**src/hdl/atc_pkg.sv**
```systemverilog
// Purpose: shared constants and carriers for the axle torque command/status link
// Assumes: 40 MHz system clock, 32-bit classic Wishbone register slave
// Notes: command packet and protection word are both 25 bits wide
package atc_pkg;

  // clock and time base
  localparam int ATC_CLK_HZ = 40_000_000;
  localparam int ATC_TICK_MS = 1;
  localparam int ATC_MS_CYC = ATC_CLK_HZ / 1000 * ATC_TICK_MS;
  localparam int ATC_ACT_DELAY_MS = 50;
  localparam int ATC_ACT_DELAY_CYC = ATC_CLK_HZ / 1000 * ATC_ACT_DELAY_MS;
  localparam int ATC_ACT_LAT = 2; // accepted frame to torque output, in cycles

  // recovery and timeout limits and defaults in milliseconds, error window settings in frames
  localparam logic [13:0] ATC_RECOV_MIN_MS = 14'h03E8;
  localparam logic [13:0] ATC_RECOV_MAX_MS = 14'h2710;
  localparam logic [13:0] ATC_TMO_DEF_MS = 14'h0064;
  localparam logic [4:0] ATC_XTHR_DEF = 5'h04;
  localparam int ATC_HIST_LEN = 16;

  // register byte offsets
  localparam logic [7:0] ATC_OFS_CTRL = 8'h00;
  localparam logic [7:0] ATC_OFS_RECOV = 8'h04;
  localparam logic [7:0] ATC_OFS_TMO = 8'h08;
  localparam logic [7:0] ATC_OFS_STAT = 8'h0C;
  localparam logic [7:0] ATC_OFS_LAST = 8'h10;

  // field positions
  localparam int ATC_CTRL_EN_BIT = 0;
  localparam int ATC_CTRL_XTHR_LSB = 8;
  localparam int ATC_STAT_LIM_LSB = 3;
  localparam int ATC_STAT_FAIL_BIT = 8;
  localparam int ATC_STAT_SUSP_BIT = 9;
  localparam int ATC_STAT_CNT_LSB = 16;

  // request status codes
  localparam logic [2:0] ATC_REQ_NONE = 3'h0;
  localparam logic [2:0] ATC_REQ_HONORED = 3'h1;
  localparam logic [2:0] ATC_REQ_LOST_ARB = 3'h2;
  localparam logic [2:0] ATC_REQ_DENIED = 3'h3;
  localparam logic [2:0] ATC_REQ_SUSPENDED = 3'h4;

  // limiting status codes
  localparam logic [1:0] ATC_LIM_NONE = 2'h0;
  localparam logic [1:0] ATC_LIM_MIN = 2'h1;
  localparam logic [1:0] ATC_LIM_MAX = 2'h2;
  localparam logic [1:0] ATC_LIM_RATE = 2'h3;

  // cruise type and go-state codes
  localparam logic [1:0] ATC_TYPE_ADAPTIVE = 2'h0;
  localparam logic [1:0] ATC_TYPE_FULL_RANGE = 2'h1;
  localparam logic [1:0] ATC_GO_NOT_STOPPED = 2'h0;
  localparam logic [1:0] ATC_GO_PEDAL = 2'h1;
  localparam logic [1:0] ATC_GO_PEDAL_RESUME = 2'h2;

  // received command packet, msb first
  typedef struct packed {
    logic active;
    logic [1:0] cruise_type;
    logic [1:0] go_state;
    logic reengage_set_only;
    logic [18:0] torque;
  } atc_cmd_t;

  // transmitted status packet
  typedef struct packed {
    logic [2:0] req;
    logic [1:0] lim;
  } atc_status_t;

  localparam atc_cmd_t ATC_CMD_RST = 25'h0000000;

endpackage : atc_pkg

```
**src/hdl/atc_link.sv**
```systemverilog
// Purpose: powertrain end of the cruise axle torque command and status exchange
// Assumes: one frame per cmd_valid pulse; rc_err flags that frame's rolling count
// Notes: protection word is valid when it equals the bitwise inverse of the packet
//
// Function
// - act on accepted command within 50 ms
// - check 25-bit protection word per command
// - failed check keeps last accepted command
// - x-of-y window counts rolling and protection errors
// - send 5-bit status: request and limiting
// - code 0: cruise inactive, ignore torque
// - code 1: request honored, limits possible
// - code 2: arbitration lost, direction not encoded
// - code 3: denied, ignore all torque requests
// - transmission disengage reported as denied
// - code 4: suspended until driver input
// - limiting codes none, min, max, rate
// - limiting not limited unless honored
// - comm failure denies until clean recovery time
// - ignore torque while active flag false
`timescale 1ns/100ps
module atc_link
  import atc_pkg::*;
#(
  parameter int MS_CYCLES = ATC_MS_CYC,
  parameter int ACT_DELAY_CYC = ATC_ACT_DELAY_CYC
) (
  input wire logic clk_sys,
  input wire logic reset_n,
  input wire logic wb_cyc,
  input wire logic wb_stb,
  input wire logic wb_we,
  input wire logic [7:0] wb_adr,
  input wire logic [3:0] wb_sel,
  input wire logic [31:0] wb_dat_w,
  output logic [31:0] wb_dat_r,
  output logic wb_ack,
  input wire logic cmd_valid,
  input wire atc_cmd_t cmd_frame,
  input wire logic prot_valid,
  input wire logic [24:0] cmd_prot,
  input wire logic rc_err,
  input wire logic arb_lost,
  input wire logic ecu_deny,
  input wire logic tcu_deny,
  input wire logic accel_apply,
  input wire logic resume_apply,
  input wire logic [1:0] lim_req,
  output atc_status_t status,
  output logic torque_en,
  output logic [18:0] torque_req,
  output logic set_only_reengage
);

  typedef struct packed {
    atc_cmd_t cmd;
    logic [ATC_HIST_LEN-1:0] hist;
    logic [4:0] err_cnt;
    logic comm_fail;
    logic [15:0] ms_div;
    logic [13:0] clean_ms;
    logic [13:0] silent_ms;
    logic suspend;
    atc_status_t stat;
    logic torque_en;
    logic [18:0] torque;
    logic reeng;
    logic en;
    logic [4:0] x_thr;
    logic [13:0] recov_ms;
    logic [13:0] tmo_ms;
    logic ack;
    logic [31:0] rdat;
  } atc_state_t;

  atc_state_t state_q;
  atc_state_t state_d;

  logic prot_ok;
  logic frame_err;
  logic accept;
  logic tick;
  logic timeout;
  logic fault;
  logic wr;
  logic [31:0] wval;

  // byte-lane merge of a write onto the old register image
  function automatic logic [31:0] wmerge(input logic [31:0] old, input logic [31:0] dat,
                                         input logic [3:0] sel);
    logic [31:0] r;
    r = old;
    for (int i = 0; i < 4; i++) begin
      if (sel[i]) begin
        r[8*i +: 8] = dat[8*i +: 8];
      end
    end
    return r;
  endfunction : wmerge

  // frame checks and event terms
  always_comb begin
    prot_ok = prot_valid && (cmd_prot == ~cmd_frame);
    frame_err = rc_err || !prot_ok;
    accept = cmd_valid && !frame_err && state_q.en;
    tick = (state_q.ms_div == 16'(MS_CYCLES - 1));
    timeout = (state_q.silent_ms >= state_q.tmo_ms);
    fault = (state_q.err_cnt >= state_q.x_thr) || timeout || (cmd_valid && frame_err);
    wr = wb_cyc && wb_stb && wb_we && !state_q.ack;
  end

  // next-state logic
  always_comb begin
    state_d = state_q;
    state_d.ack = 1'b0;
    wval = 32'h00000000;

    // command store: a rejected frame leaves the last good one in place
    if (accept) begin
      state_d.cmd = cmd_frame;
    end

    // sliding error window over the last frames
    if (cmd_valid) begin
      state_d.hist = {state_q.hist[ATC_HIST_LEN-2:0], frame_err};
      state_d.err_cnt = 5'(state_q.err_cnt + {4'h0, frame_err} -
                           {4'h0, state_q.hist[ATC_HIST_LEN-1]});
    end

    // millisecond time base
    state_d.ms_div = tick ? 16'h0000 : 16'(state_q.ms_div + 16'h0001);

    // missing-frame watchdog
    if (cmd_valid) begin
      state_d.silent_ms = 14'h0000;
    end else if (tick && state_q.silent_ms != 14'h3FFF) begin
      state_d.silent_ms = 14'(state_q.silent_ms + 14'h0001);
    end

    // failure latch and clean-run recovery; a new fault wins over recovery
    if (fault) begin
      state_d.clean_ms = 14'h0000;
      state_d.comm_fail = 1'b1;
    end else begin
      if (tick && state_q.clean_ms != 14'h3FFF) begin
        state_d.clean_ms = 14'(state_q.clean_ms + 14'h0001);
      end
      if (state_q.clean_ms >= state_q.recov_ms) begin
        state_d.comm_fail = 1'b0;
      end
    end

    // stopped-vehicle suspension, released by the needed driver input
    if (accept && cmd_frame.go_state == ATC_GO_NOT_STOPPED) begin
      state_d.suspend = 1'b0;
    end else if (accept && state_q.cmd.go_state == ATC_GO_NOT_STOPPED) begin
      state_d.suspend = 1'b1;
    end else if (state_q.cmd.go_state == ATC_GO_PEDAL && accel_apply) begin
      state_d.suspend = 1'b0;
    end else if (state_q.cmd.go_state == ATC_GO_PEDAL_RESUME &&
                 (accel_apply || resume_apply)) begin
      state_d.suspend = 1'b0;
    end

    // request status in priority order; only codes 0..4 are produced
    if (!state_q.en || state_q.comm_fail || ecu_deny || tcu_deny) begin
      state_d.stat.req = ATC_REQ_DENIED;
    end else if (!state_q.cmd.active ||
                 (state_q.cmd.cruise_type != ATC_TYPE_ADAPTIVE &&
                  state_q.cmd.cruise_type != ATC_TYPE_FULL_RANGE)) begin
      state_d.stat.req = ATC_REQ_NONE;
    end else if (state_q.suspend) begin
      state_d.stat.req = ATC_REQ_SUSPENDED;
    end else if (arb_lost) begin
      state_d.stat.req = ATC_REQ_LOST_ARB;
    end else begin
      state_d.stat.req = ATC_REQ_HONORED;
    end

    // limiting feedback only while honored
    if (state_d.stat.req == ATC_REQ_HONORED) begin
      state_d.stat.lim = lim_req;
    end else begin
      state_d.stat.lim = ATC_LIM_NONE;
    end

    // torque handed to arbitration only while honored
    state_d.torque_en = (state_d.stat.req == ATC_REQ_HONORED);
    state_d.torque = state_d.torque_en ? state_q.cmd.torque : 19'h00000;
    state_d.reeng = state_q.cmd.reengage_set_only;

    // register writes
    if (wr) begin
      if (wb_adr[7:2] == ATC_OFS_CTRL[7:2]) begin
        wval = wmerge({19'h00000, state_q.x_thr, 7'h00, state_q.en}, wb_dat_w, wb_sel);
        state_d.en = wval[ATC_CTRL_EN_BIT];
        state_d.x_thr = wval[ATC_CTRL_XTHR_LSB +: 5];
        if (state_d.x_thr == 5'h00) begin
          state_d.x_thr = 5'h01;
        end
      end else if (wb_adr[7:2] == ATC_OFS_RECOV[7:2]) begin
        wval = wmerge({18'h00000, state_q.recov_ms}, wb_dat_w, wb_sel);
        if (wval[31:14] != 18'h00000 || wval[13:0] > ATC_RECOV_MAX_MS) begin
          state_d.recov_ms = ATC_RECOV_MAX_MS;
        end else if (wval[13:0] < ATC_RECOV_MIN_MS) begin
          state_d.recov_ms = ATC_RECOV_MIN_MS;
        end else begin
          state_d.recov_ms = wval[13:0];
        end
      end else if (wb_adr[7:2] == ATC_OFS_TMO[7:2]) begin
        wval = wmerge({18'h00000, state_q.tmo_ms}, wb_dat_w, wb_sel);
        state_d.tmo_ms = (wval[13:0] == 14'h0000) ? 14'h0001 : wval[13:0];
      end
    end

    // read data and single-cycle acknowledge
    if (wb_cyc && wb_stb && !state_q.ack) begin
      state_d.ack = 1'b1;
      if (wb_adr[7:2] == ATC_OFS_CTRL[7:2]) begin
        state_d.rdat = {19'h00000, state_q.x_thr, 7'h00, state_q.en};
      end else if (wb_adr[7:2] == ATC_OFS_RECOV[7:2]) begin
        state_d.rdat = {18'h00000, state_q.recov_ms};
      end else if (wb_adr[7:2] == ATC_OFS_TMO[7:2]) begin
        state_d.rdat = {18'h00000, state_q.tmo_ms};
      end else if (wb_adr[7:2] == ATC_OFS_STAT[7:2]) begin
        state_d.rdat = 32'h00000000;
        state_d.rdat[2:0] = state_q.stat.req;
        state_d.rdat[ATC_STAT_LIM_LSB +: 2] = state_q.stat.lim;
        state_d.rdat[ATC_STAT_FAIL_BIT] = state_q.comm_fail;
        state_d.rdat[ATC_STAT_SUSP_BIT] = state_q.suspend;
        state_d.rdat[ATC_STAT_CNT_LSB +: 5] = state_q.err_cnt;
      end else if (wb_adr[7:2] == ATC_OFS_LAST[7:2]) begin
        state_d.rdat = {7'h00, state_q.cmd};
      end else begin
        state_d.rdat = 32'h00000000;
      end
    end
  end

  // state register with synchronous reset
  always_ff @(posedge clk_sys) begin
    if (!reset_n) begin
      state_q <= '0;
      state_q.cmd <= ATC_CMD_RST;
      state_q.comm_fail <= 1'b1;
      state_q.stat.req <= ATC_REQ_DENIED;
      state_q.en <= 1'b1;
      state_q.x_thr <= ATC_XTHR_DEF;
      state_q.recov_ms <= ATC_RECOV_MIN_MS;
      state_q.tmo_ms <= ATC_TMO_DEF_MS;
    end else begin
      state_q <= state_d;
    end
  end

  // outputs straight from the state register
  assign wb_dat_r = state_q.rdat;
  assign wb_ack = state_q.ack;
  assign status = state_q.stat;
  assign torque_en = state_q.torque_en;
  assign torque_req = state_q.torque;
  assign set_only_reengage = state_q.reeng;

  initial begin
    a_act_budget: assert (ATC_ACT_LAT < ACT_DELAY_CYC) else $error("latency over budget");
  end
endmodule : atc_link

```
**config.mk**
```make
export PLATFORM = sky130hd
export DESIGN_NAME = atc_link
export DESIGN_NICKNAME = d
export VERILOG_FILES = /design/src/hdl/atc_pkg.sv /design/src/hdl/atc_link.sv
export SDC_FILE = /design/constraint.sdc
export NUM_CORES = 1
export LEC_CHECK = 0
export ABC_AREA = 1
export BUFFER_PORTS_ARGS = -buffer_cell sky130_fd_sc_hd__clkbuf_2
export CAP_MARGIN = 30
export CORE_MARGIN = 8
export CORE_UTILIZATION = 60
export CTS_CLUSTER_SIZE = 8
export DETAILED_ROUTE_END_ITERATION = 10
export HOLD_SLACK_MARGIN = 0.12
export PLACE_DENSITY = 0.84
export SYNTH_ARGS = -nofsm -noshare
export SYNTH_HDL_FRONTEND = slang
export SYNTH_SLANG_ARGS = --single-unit
```
**constraint.sdc**
```tcl
create_clock -name clk_sys -period 5.13 [get_ports clk_sys]
set_input_delay 0.513 -clock clk_sys [delete_from_list [all_inputs] [get_ports clk_sys]]
set_output_delay 0.513 -clock clk_sys [all_outputs]
set_load 0.005 [all_outputs]
```
# Word level (Yosys, flattened, before mapping)
# Cells that the tools add are included.
# word_totals
wordCells	141
regBits	185
# classes
mux	46
eq_ne	12
n_reduce_logical	46
add_sub_neg	5
magnitude_cmp	5
bitwise_logic	4
# op_table
operator	n
two-way mux 8 bit	21
two-way mux 25 bit	5
two-way mux 14 bit	3
two-way mux 33 bit	1
two-way mux 6 bit	5
adder 14 x 1 -> 14 bit (second input constant)	2
>= comparator 14 bit	2
!= test 14 bit (second input constant)	2
equality test 25 bit	1
inverter 25 bit	1
two-way mux 5 bit	4
nonzero test 18 bit	1
adder 16 x 1 -> 16 bit (second input constant)	1
equality test 16 bit (second input constant)	1
logical AND 1 bit	15
> comparator 14 bit (second input constant)	1
zero test 14 bit	1
< comparator 14 x 10 -> 1 bit (second input constant)	1
equality test 6 x 2 -> 1 bit (second input constant)	2
logical OR 1 bit	9
two-way mux 3 bit	3
OR reduction 2 bit	4
equality test 6 x 1 -> 1 bit (second input constant)	1
equality test 6 x 3 -> 1 bit (second input constant)	1
19 further kinds	30

# Longest topological paths before layout
# Gate-level depths: netlist of run 1.
# depth
ltp_word	10
depth_mapped	21
depth_no_buf	21

# Worst setup path before layout of run 1
# Ideal clock, no wire load.
# synth_timing
path_type	input port to flip-flop
start	in cmd_frame[0] (netlist name)
end	reg state_q[143] (netlist name)
arrival_time_ps	2592
setup_ps	70
t_required_ps	5060
cell_stages	18
path_slack_ps	2468
path_cell_list	or2_2 nand3_1 nor2_1 nand3_1 nor2_2 ha_1 inv_1 ha_1 inv_1 fa_1 nor2_1 o21a_1 nor2_1 nor2_1 nor2_1 nand2_1 o21ai_0 a21oi_1
# synth_between
elab_chain_len	7
# synth_rtl
item	line	text
start: declaration	atc_link.sv:39	input wire atc_cmd_t cmd_frame,
inverter 25 bit	atc_link.sv:103	prot_ok = prot_valid && (cmd_prot == ~cmd_frame);
equality test 25 bit	atc_link.sv:103	
logical AND 1 bit	atc_link.sv:103	
zero test 1 bit	atc_link.sv:104	frame_err = rc_err || !prot_ok;
logical OR 1 bit	atc_link.sv:104	
adder 5 x 1 -> 5 bit	atc_link.sv:126	state_d.err_cnt = 5'(state_q.err_cnt + {4'h0, frame_err} -
subtractor 5 x 1 -> 5 bit	atc_link.sv:126	
end signal: assignment	atc_link.sv:252	state_q <= state_d;
end: declaration	atc_link.sv:76	atc_state_t state_q;
# No other way between the ends.
# A chain may end at the register's enable or synchronous reset.

# Final worst setup path of run 1
# layout_timing
start	in cmd_frame[21] (netlist name)
end	reg state_q[143] (netlist name)
# Same word-level chain as after synthesis.

==> results.cfg, run 1 <==
[grt]
grt_max_degree = 40
met2_usage_pct = 42.01
grt_pass1_vias = 9430
grt_use_met3_pct = 5.532
use_met1_pct = 29.72
antenna_found_initial = 0
busiest_layer = met2
grt_pass1_wl_mm = 44.19
gr-total-overflow = 0
grt_usage_pct = 24.93

[floorplanning]
core-area_sq_um = 16580
start_util_pct = 61.33
die_w_um = 146.2
io_pins = 168
dieArea_sq_um = 21370
core.rowCount = 47
die_h_um = 146.2

[setup_path]
cp.arrival_ps = 3130
critPathCaptureType = flip-flop
cp_slowest_cell = fa_1
crit_type = primary input to flip-flop
worstPathCellList = clkbuf_2 -> nand2_1 -> nand2_1 -> a21oi_1 -> nand3_1 -> nor2_1 -> nand2_1 -> nor2_2 -> ha_1 -> inv_1 -> ha_1 -> inv_1 -> fa_1 -> nor2_1 -> o21a_1 -> nor2_1 -> nor2_1 -> nor2_1 -> nand2_1 -> o21ai_0 -> a21oi_1
max_stage_delay_ps = 380
cp-start-kind = primary input
ff2ff_setup_slack_ps = 2570
crit_fanout = 6
crit_path_frequent_cell = nor2_1
critPathRequiredTime_ps = 5500

[routing]
via_count = 9723
drt-wirelength-per-cell_um = 14.96
drt_pass1_iterations = 5
drc_errors = 0
avgViaCountPerCell = 5.420
first_iter_violations = 736
routed_wl_mm = 26.84
postRouteAntennaNets = 0

[synth]
syn_avg_cell_area_sq_um = 6.905
ys_warn_count = 0
syn_area_sq_um = 10170
synth_area_leader_cell = dfxtp_1
synthCells = 1473
synth.top_cells.by_count = nand2_1 (283), nor2_1 (198), inv_1 (197)
post-synth-top-count-cell = nand2_1
synth.top_cells.by_area = dfxtp_1 (35%), nand2_1 (10%), nor2_1 (7.3%)
ys_async_sr_fraction_pct = 0
synth_enable_flop_cells = 0
synth_top_area_share_pct = 35.04
ys_seq_area_share_pct = 35.04
ys_ff_latch = 178
synth_cell_types = 52
synth_top_flop_cell = dfxtp_1

[clocking]
htree_levels = 4
clock_sinks = 178
clock_latency_ps = 430
clk_pin_slew_worst_paths_ps = 70
clockRootBuffer = clkbuf_16
numCtsBuffers = 17
cts_resized = 0
postCtsHoldBufs = 0
cts_tree = done
cts_setup_buffers = 0
cts_buffer_depth = 2

[timing]
period_needed_ps = 2761
finalHoldViolCount = 0
finClkSkew_ps = 6.005
drv_slew = 0
fin_setup_tns_ps = 0
timing.slew.headroom_pct = 29.37
whs_ps = 268.4
setup_viol = 0
rsz0062_at_grt = no
fmax_ghz = 0.3622
final.period_utilization_pct = 53.82
tightestPinTransition_ps = 1057
setup_slack_ps = 2369

[placed_design]
dpl-instance-area_sq_um = 10610
place_congestion = 0.9468
buffer_ports.inserted = 158
place_hpwl_mm = 20.44
dp_slack_ps = 1949

[final_layout]
final_nets = 1712
diodes = 0
areaGrowthSynthToFinish_pct = 10.35
final_area_sq_um = 11220
drive_gt1_share_pct = 17.41

[power_and_ir_drop]
cellLeakagePower_nw = 5.211
total_power_w = 0.003018
ir_drop_v = 0.0002482
powerDensity_nw_per_um2 = 268.9

[flow_run]
drv_cap = 0

[outcome]
status = completed

[min_path]
hp-class = primary input to flip-flop
[state kept, by name, indices dropped and copies added, names as in the netlist]
register	flops
set_only_reengage	1
state_d	1
state_q	125
status	5
torque_en	1
torque_req	19
wb_ack	1
wb_dat_r	25
[through the flow]
step	utilization (%)	std cells
floorplan	-	1479
global placement	63.95	1762
detailed placement	63.95	1762
CTS	67.68	1794
global route	67.68	1794
finish	67.68	1794
[cell usage in the layout, fill, tap and decap left out, types with 12 or more instances in the layout]
cell type,instances
o21a_1,12
nand2_1,283
nor2_1,198
o21ai_0,81
dfxtp_1,178
a21oi_1,113
xor2_1,21
nand4_1,18
ha_1,41
inv_1,197
o21ai_2,14
o22ai_1,30
nand2_2,13
o21ai_1,13
clkbuf_16,17
inv_2,19
nor3_1,20
clkbuf_2,158
nor2_2,13
nand3_1,48
[layer usage]
layer  up-vias  share of wire (%)  routed length [um]
li1       4826                  -                   -
met1      4419                 41               11030
met2       394                 47               12670
met3        84                7.9                2109
met4         0                3.9                1040
met5         -                  0                   0
[critical path, delay by kind of cell]
family	cells	cell delay (ps)
AND/OR/NAND/NOR	11	1070
adder cells (fa/ha/maj)	3	820
buffers and inverters	3	270
AO/OA/AOI/OAI	4	470
[cell families after synthesis]
family,Yosys count,share of synthesized area (%)
compound gates,284,15.71
simple gates,623,26.78
flops,178,35.04
xor+xnor,28,2.411
buf+inv,317,14.79
fa+ha+maj,42,5.240
other cells,1,0.03687
[where the power goes]
group          total (W)  switching (W)  internal (W)  leakage, nW
clock network    0.00136       0.000572      0.000786        0.287
registers        0.00140     0.00000791       0.00139         1.44
logic           0.000260       0.000167     0.0000934         3.49
total            0.00302       0.000747       0.00227         5.21
[path summary, 6_finish.rpt]
path	startpoint	endpoint	cells after the start
min reg2reg	state_d[67]	set_only_reengage	2
max	cmd_frame[21]	state_q[143]	21
min	lim_req[1]	status[1]	3
max reg2reg	wb_ack	state_q[35]	7
[area by class of cell]
class	instances	area, sq um
inverter	219	827.0
fill	1430	5360
tap	220	275.3
sequential	178	3563
clock buffer	18	439.2
multi-input combinational	984	5126
timing repair buffer	161	813.3
clock inverter	14	178.9
Note: power is estimated with default switching activity, not from simulation.
==> run 2, diff against run 1 <==
--- a/config.mk
+++ b/config.mk
@@ -5,15 +5,15 @@
 export SDC_FILE = /design/constraint.sdc
 export NUM_CORES = 1
 export LEC_CHECK = 0
-export ABC_AREA = 1
+export ABC_AREA = 0
 export BUFFER_PORTS_ARGS = -buffer_cell sky130_fd_sc_hd__clkbuf_2
 export CAP_MARGIN = 30
 export CORE_MARGIN = 8
-export CORE_UTILIZATION = 60
+export CORE_UTILIZATION = 56
 export CTS_CLUSTER_SIZE = 8
 export DETAILED_ROUTE_END_ITERATION = 10
 export HOLD_SLACK_MARGIN = 0.12
-export PLACE_DENSITY = 0.84
+export PLACE_DENSITY = 0.8
 export SYNTH_ARGS = -nofsm -noshare
 export SYNTH_HDL_FRONTEND = slang
 export SYNTH_SLANG_ARGS = --single-unit
==> constraint.sdc (replaced) <==
create_clock -name clk_sys -period 2.6 [get_ports clk_sys]
set_input_delay 0.26 -clock clk_sys [delete_from_list [all_inputs] [get_ports clk_sys]]
set_output_delay 0.26 -clock clk_sys [all_outputs]
set_load 0.005 [all_outputs]
==> run 2 against run 1 <==
  * Global-route usage fell by 1.8 points
  * Clock-buffer cell count unchanged
  * Via count decreased by 20%
  * Worst hold slack got worse by 130 ps
  * Synthesized cell count shrank 30%
  * Combinational power increased by 130%
  * Register-to-register slack worse by 2400 ps
  * Cell area decreased by 2.7%
  * Clock power grew 93%
  * First-iteration DRC count decreased by 31%
==> results.cfg, run 2 <==
[min_path]
hp-class = primary input to flip-flop

[timing]
period_needed_ps = 2548
fin_setup_tns_ps = 0
setup_viol = 0
finalHoldViolCount = 0
final.period_utilization_pct = 98.01
timing.slew.headroom_pct = 47.47
finClkSkew_ps = 9.090
whs_ps = 135.2
drv_slew = 0
tightestPinTransition_ps = 785.5
fmax_ghz = 0.3924

[final_layout]
diodes = 0
largest_register_ffs = 125
drive_gt1_share_pct = 24.47
mostFrequentLayoutCells = dfxtp_1 (178), clkbuf_2 (154), nand2_1 (75), mux2i_1 (62), nor2_1 (61)
layout_commonest_cell = dfxtp_1
final_nets = 1323
areaGrowthSynthToFinish_pct = 18.50
utilization_pct = 66.81
fillerInstances = 1301
largest-register = state_q
final_area_sq_um = 10920

[outcome]
status = completed

[synth]
ys_ff_latch = 178
synth_cell_types = 72
ys_warn_count = 0
synth_top_flop_cell = dfxtp_1
ys_async_sr_fraction_pct = 0
ys_seq_area_share_pct = 38.66
synth_area_leader_cell = dfxtp_1
post-synth-top-count-cell = dfxtp_1
syn_avg_cell_area_sq_um = 8.992
synth.top_cells.by_area = dfxtp_1 (39%), mux2i_1 (6.7%), ha_1 (5.6%)
syn_area_sq_um = 9216
synth.top_cells.by_count = dfxtp_1 (178), nand2_1 (75), mux2i_1 (62), nor2_1 (62), buf_4 (61)
synth_top_area_share_pct = 38.66
synthCells = 1025
synth_enable_flop_cells = 0

[power_and_ir_drop]
powerDensity_nw_per_um2 = 550.1
total_power_w = 0.006008
cellLeakagePower_nw = 4.674
ir_drop_v = 0.0004618

[grt]
grt_pass1_wl_mm = 37.75
grt_pass1_vias = 7639
grt_max_degree = 53
gr-total-overflow = 0
antenna_found_initial = 0
grt_usage_pct = 23.15

[clocking]
clock_sinks = 178
cts_buffer_depth = 2
cts_tree = done
clockRootBuffer = clkbuf_16
htree_levels = 4
clk_pin_slew_worst_paths_ps = 70
numCtsBuffers = 17
clock_latency_ps = 430

[placed_design]
place_hpwl_mm = 19.01
place_congestion = 0.9066
buffer_ports.inserted = 158
dpl-instance-area_sq_um = 10120

[setup_path]
crit_type = primary input to flip-flop
cp-start-kind = primary input
crit_fanout = 2
cp.arrival_ps = 2870
critPathRequiredTime_ps = 2920
critPathCaptureType = flip-flop

[floorplanning]
io_pins = 168
die_h_um = 144.3
dieArea_sq_um = 20820
die_w_um = 144.3
core.rowCount = 47
core-area_sq_um = 16350
start_util_pct = 56.38

[routing]
drt-wirelength-per-cell_um = 17.64
routed_wl_mm = 24.78
postRouteAntennaNets = 0
drc_errors = 0
avgViaCountPerCell = 5.531
via_count = 7771
first_iter_violations = 505
drt_pass1_iterations = 5

[flow_run]
drv_cap = 0
==> run 2: area by class of cell <==
class,count,area [sq um],share of cell area [%]
Clock buffer,18,429.2,3.929
Timing Repair Buffer,219,1280,11.72
Sequential cell,178,3563,32.63
Tap cell,220,275.3,2.520
Inverter,51,193.9,1.776
Clock inverter,14,177.7,1.627
Multi-Input combinational cell,705,5002,45.80
==> run 2: critical path, stage by stage <==
cell and delay, ps:
clkbuf_2 130, xnor2_2 150, nor4_2 290, nand4_1 220, nor2_4 220, ha_4 230, inv_4 50, ha_4 120
inv_2 40, fa_2 360, nor2b_2 140, o21ai_2 90, and3_4 170, o21ai_2 150, xnor2_1 80, and2_1 150
==> run 2: worst paths after layout <==
check | start | to | slack [ps] | depth (start not counted)
worst max-delay path | cmd_frame[20] | state_q[143] | 50 | 16
worst min-delay path | wb_dat_w[5] | state_q[38] | 140 | 3
worst max register to register | state_q[37] | state_q[109] | 170 | 9
worst min register to register | state_q[122] | state_q[122] | 450 | 1
==> run 2: layer usage <==
layer	GRT usage, %	vias to the layer above	wire length [um]	part of all wire, %
met5	0	-	0	0
met4	9.967	0	606	2.4
met3	5.117	43	2270	9.2
met2	40.58	322	11980	48
met1	26.57	3599	9922	40
li1	-	3807	-	-
==> run 2: cells by family after synthesis <==
logic type | share of synthesized area, %
xor+xnor | 6.082
compound gates | 11.92
buf+inv | 8.634
simple gates | 22.14
other cells | 0.04069
fa+ha+maj | 5.783
flops | 38.66
mux | 6.734
==> run 2: where the power goes <==
part / internal (W) / leakage [nW] / switching (W)
registers: 0.00276 / 1.44 / 0.0000299
logic: 0.000281 / 2.95 / 0.000310
clock network: 0.00153 / 0.289 / 0.00110
==> run 2: what timing repair did <==
action	4_1_cts	5_1_grt
setup buffers	1	1
cloned	0	0
hold buffers	5	0
hold endpoints to repair	6	0
gates resized for setup	5	27
pin swaps	2	15
setup endpoints to repair	1	1
==> run 2: through the flow <==
step | instances | worst slack [ps]
2_1_floorplan | 1031 | 2.619
4_1_cts | 1404 | 26.27
5_1_grt | 1405 | -38.31
6_report | 1405 | 51.85
3_5_place_dp | 1366 | -567.3
3_3_place_gp | 1366 | -376.8
==> run 3, diff against run 2 <==
--- a/config.mk
+++ b/config.mk
@@ -14,6 +14,7 @@
 export DETAILED_ROUTE_END_ITERATION = 10
 export HOLD_SLACK_MARGIN = 0.12
 export PLACE_DENSITY = 0.8
+export REMOVE_ABC_BUFFERS = 1
 export SYNTH_ARGS = -nofsm -noshare
 export SYNTH_HDL_FRONTEND = slang
 export SYNTH_SLANG_ARGS = --single-unit
==> run 3 against run 2 <==
  * Global-route usage up 0.78 points
  * Sequential share of layout area up 0.19 points
  * Clock skew about the same
  * Clock power up 3%
  * Setup slack better by 45 ps
  * First-iteration DRC count up 17%
  * Final cell count down 0.21%
  * Critical path type unchanged
  * Largest cell class unchanged
  * Largest power group unchanged
==> results.cfg, run 3 (synthesized netlist as in run 2, its figures left out) <==
[setup_path]
ff2ff_setup_slack_ps = 160
cp.arrival_ps = 2830
critPathRequiredTime_ps = 2930
cp-start-kind = primary input
critPathCaptureType = flip-flop
r2r-start = state_q[38]
worstRegToRegCells = 9
crit_fanout = 2
crit_type = primary input to flip-flop
r2r-end = state_q[116]

[final_layout]
drive_gt1_share_pct = 23.52
largest-register = state_q
layout_commonest_cell = dfxtp_1
largest_register_ffs = 125
areaGrowthSynthToFinish_pct = 17.81
diodes = 0
fillerInstances = 1288
final_nets = 1320
mostFrequentLayoutCells = dfxtp_1 (178), clkbuf_2 (158), nand2_1 (75), mux2i_1 (62), nor2_1 (61)
multi_input_area_sq_um = 4940
ff_latch_area_sq_um = 3563
final_area_sq_um = 10860
layout.cells.non_filler = 1402

[power_and_ir_drop]
swShare_pct = 24.54
pwr-share-comb_pct = 9.3
p_sw_w = 0.001487
powerDensity_nw_per_um2 = 558.0
p_int_w = 0.004572
p_seq_share_pct = 46.0
cellLeakagePower_nw = 4.656
clock_power_share_pct = 44.8
ir_drop_v = 0.0004785

[min_path]
hp-class = primary input to flip-flop
hold_path_end = state_q[38]
min_from = wb_dat_w[5]
whs_path_depth = 3

[clocking]
clock_latency_ps = 440
cts_tree = done
numCtsBuffers = 17
cts_buffer_depth = 2
clockRootBuffer = clkbuf_16
clk_pin_slew_worst_paths_ps = 70
htree_levels = 4
clock_sinks = 178

[grt]
antenna_found_initial = 1
grt_max_degree = 113
gr-total-overflow = 0
grt_usage_pct = 23.94
grt_pass1_wl_mm = 39.24
grt_pass1_vias = 7748

[placed_design]
place_congestion = 0.9098
placed_cells_incl_taps = 1361
place_hpwl_mm = 18.46
dpl-instance-area_sq_um = 10100
buffer_ports.inserted = 158

[timing]
period_needed_ps = 2503
tightestPinTransition_ps = 844.8
fmax_ghz = 0.3996
setup_viol = 0
final.period_utilization_pct = 96.26
timing.slew.headroom_pct = 43.51
drv_slew = 0
fin_setup_tns_ps = 0
finClkSkew_ps = 9.087
whs_ps = 127.1
finalHoldViolCount = 0
rsz0062_at_grt = yes

[routing]
avgViaCountPerCell = 5.606
first_iter_violations = 593
routed_wl_mm = 24.65
drc_errors = 0
drt-wirelength-per-cell_um = 17.58
postRouteAntennaNets = 0
drt_pass1_iterations = 5
via_count = 7860

[floorplanning]
dieArea_sq_um = 20820
die_h_um = 144.3
core.rowCount = 47
io_pins = 168
die_w_um = 144.3
core-area_sq_um = 16350
start_util_pct = 56.38

[outcome]
status = completed

[flow_run]
drv_cap = 0
-- run 3: routing by layer --
layer / share of wire, % / vias to the layer above / GRT usage (%)
li1: - / 3787 / -
met5: 0.057 / - / 0
met3: 8.1 / 64 / 4.292
met2: 49 / 312 / 42.65
met1: 40 / 3695 / 27.44
met4: 3.2 / 2 / 10.46
-- run 3: worst max-delay path: stages --
cell,delay (ps)
clkbuf_2,100
xnor2_1,140
nor4_2,300
buf_4,160
nand3_2,110
nor2_2,180
ha_1,240
inv_1,60
ha_2,170
inv_1,50
fa_2,340
nor2b_2,130
o21ai_2,80
and3_4,170
o21ai_2,120
xnor2_1,70
and2_1,150
-- run 3: power groups by stage --
stage / Sequential (W) / Combinational (W) / Clock [W]
after detailed placement: 0.00285 / 0.000523 / 0
after floorplan: 0.00284 / 0.000244 / 0
after global placement: 0.00285 / 0.000511 / 0
after global routing: 0.00279 / 0.000611 / 0.00286
after CTS: 0.00278 / 0.000544 / 0.00274
final: 0.00279 / 0.000561 / 0.00271
-- run 3: timing repair --
item                       CTS  global route
pin swaps                    3             3
hold endpoints to repair     8             0
setup endpoints to repair    1             2
resized for setup            8             6
buffers inserted             1             1
hold buffers                 7             0
-- run 3: area by class of cell --
| cell class | instances | area share (%) |
|---|---|---|
| inverter | 51 | 1.763 |
| tap | 220 | 2.535 |
| clock buffer | 17 | 3.918 |
| sequential | 178 | 32.82 |
| multi-input combinational | 705 | 45.49 |
| timing repair buffer | 216 | 11.68 |
| clock inverter | 15 | 1.786 |
-- run 3: worst max-delay path by stage --
stage	from	to	slack, ps	depth (start not counted)
floorplan	cmd_prot[16]	state_d[67]	-1320	5
global placement	cmd_frame[0]	state_q[143]	-600	16
finish	cmd_frame[6]	state_q[143]	100	17
global route	cmd_frame[21]	state_q[143]	-70	17
detailed placement	cmd_frame[0]	state_q[143]	-690	16
CTS	cmd_frame[1]	state_q[143]	20	17
-- run 3: per-stage QoR --
stage / setup slack, ps / total power, W / utilization [%]
2_1_floorplan: -1323 / 0.003084 / -
3_5_place_dp: -685.5 / 0.003370 / 61.80
6_report: 97.19 / 0.006059 / 66.42
3_3_place_gp: -604.6 / 0.003357 / 61.80
4_1_cts: 15.71 / 0.006068 / 66.23
5_1_grt: -70.84 / 0.006262 / 66.42
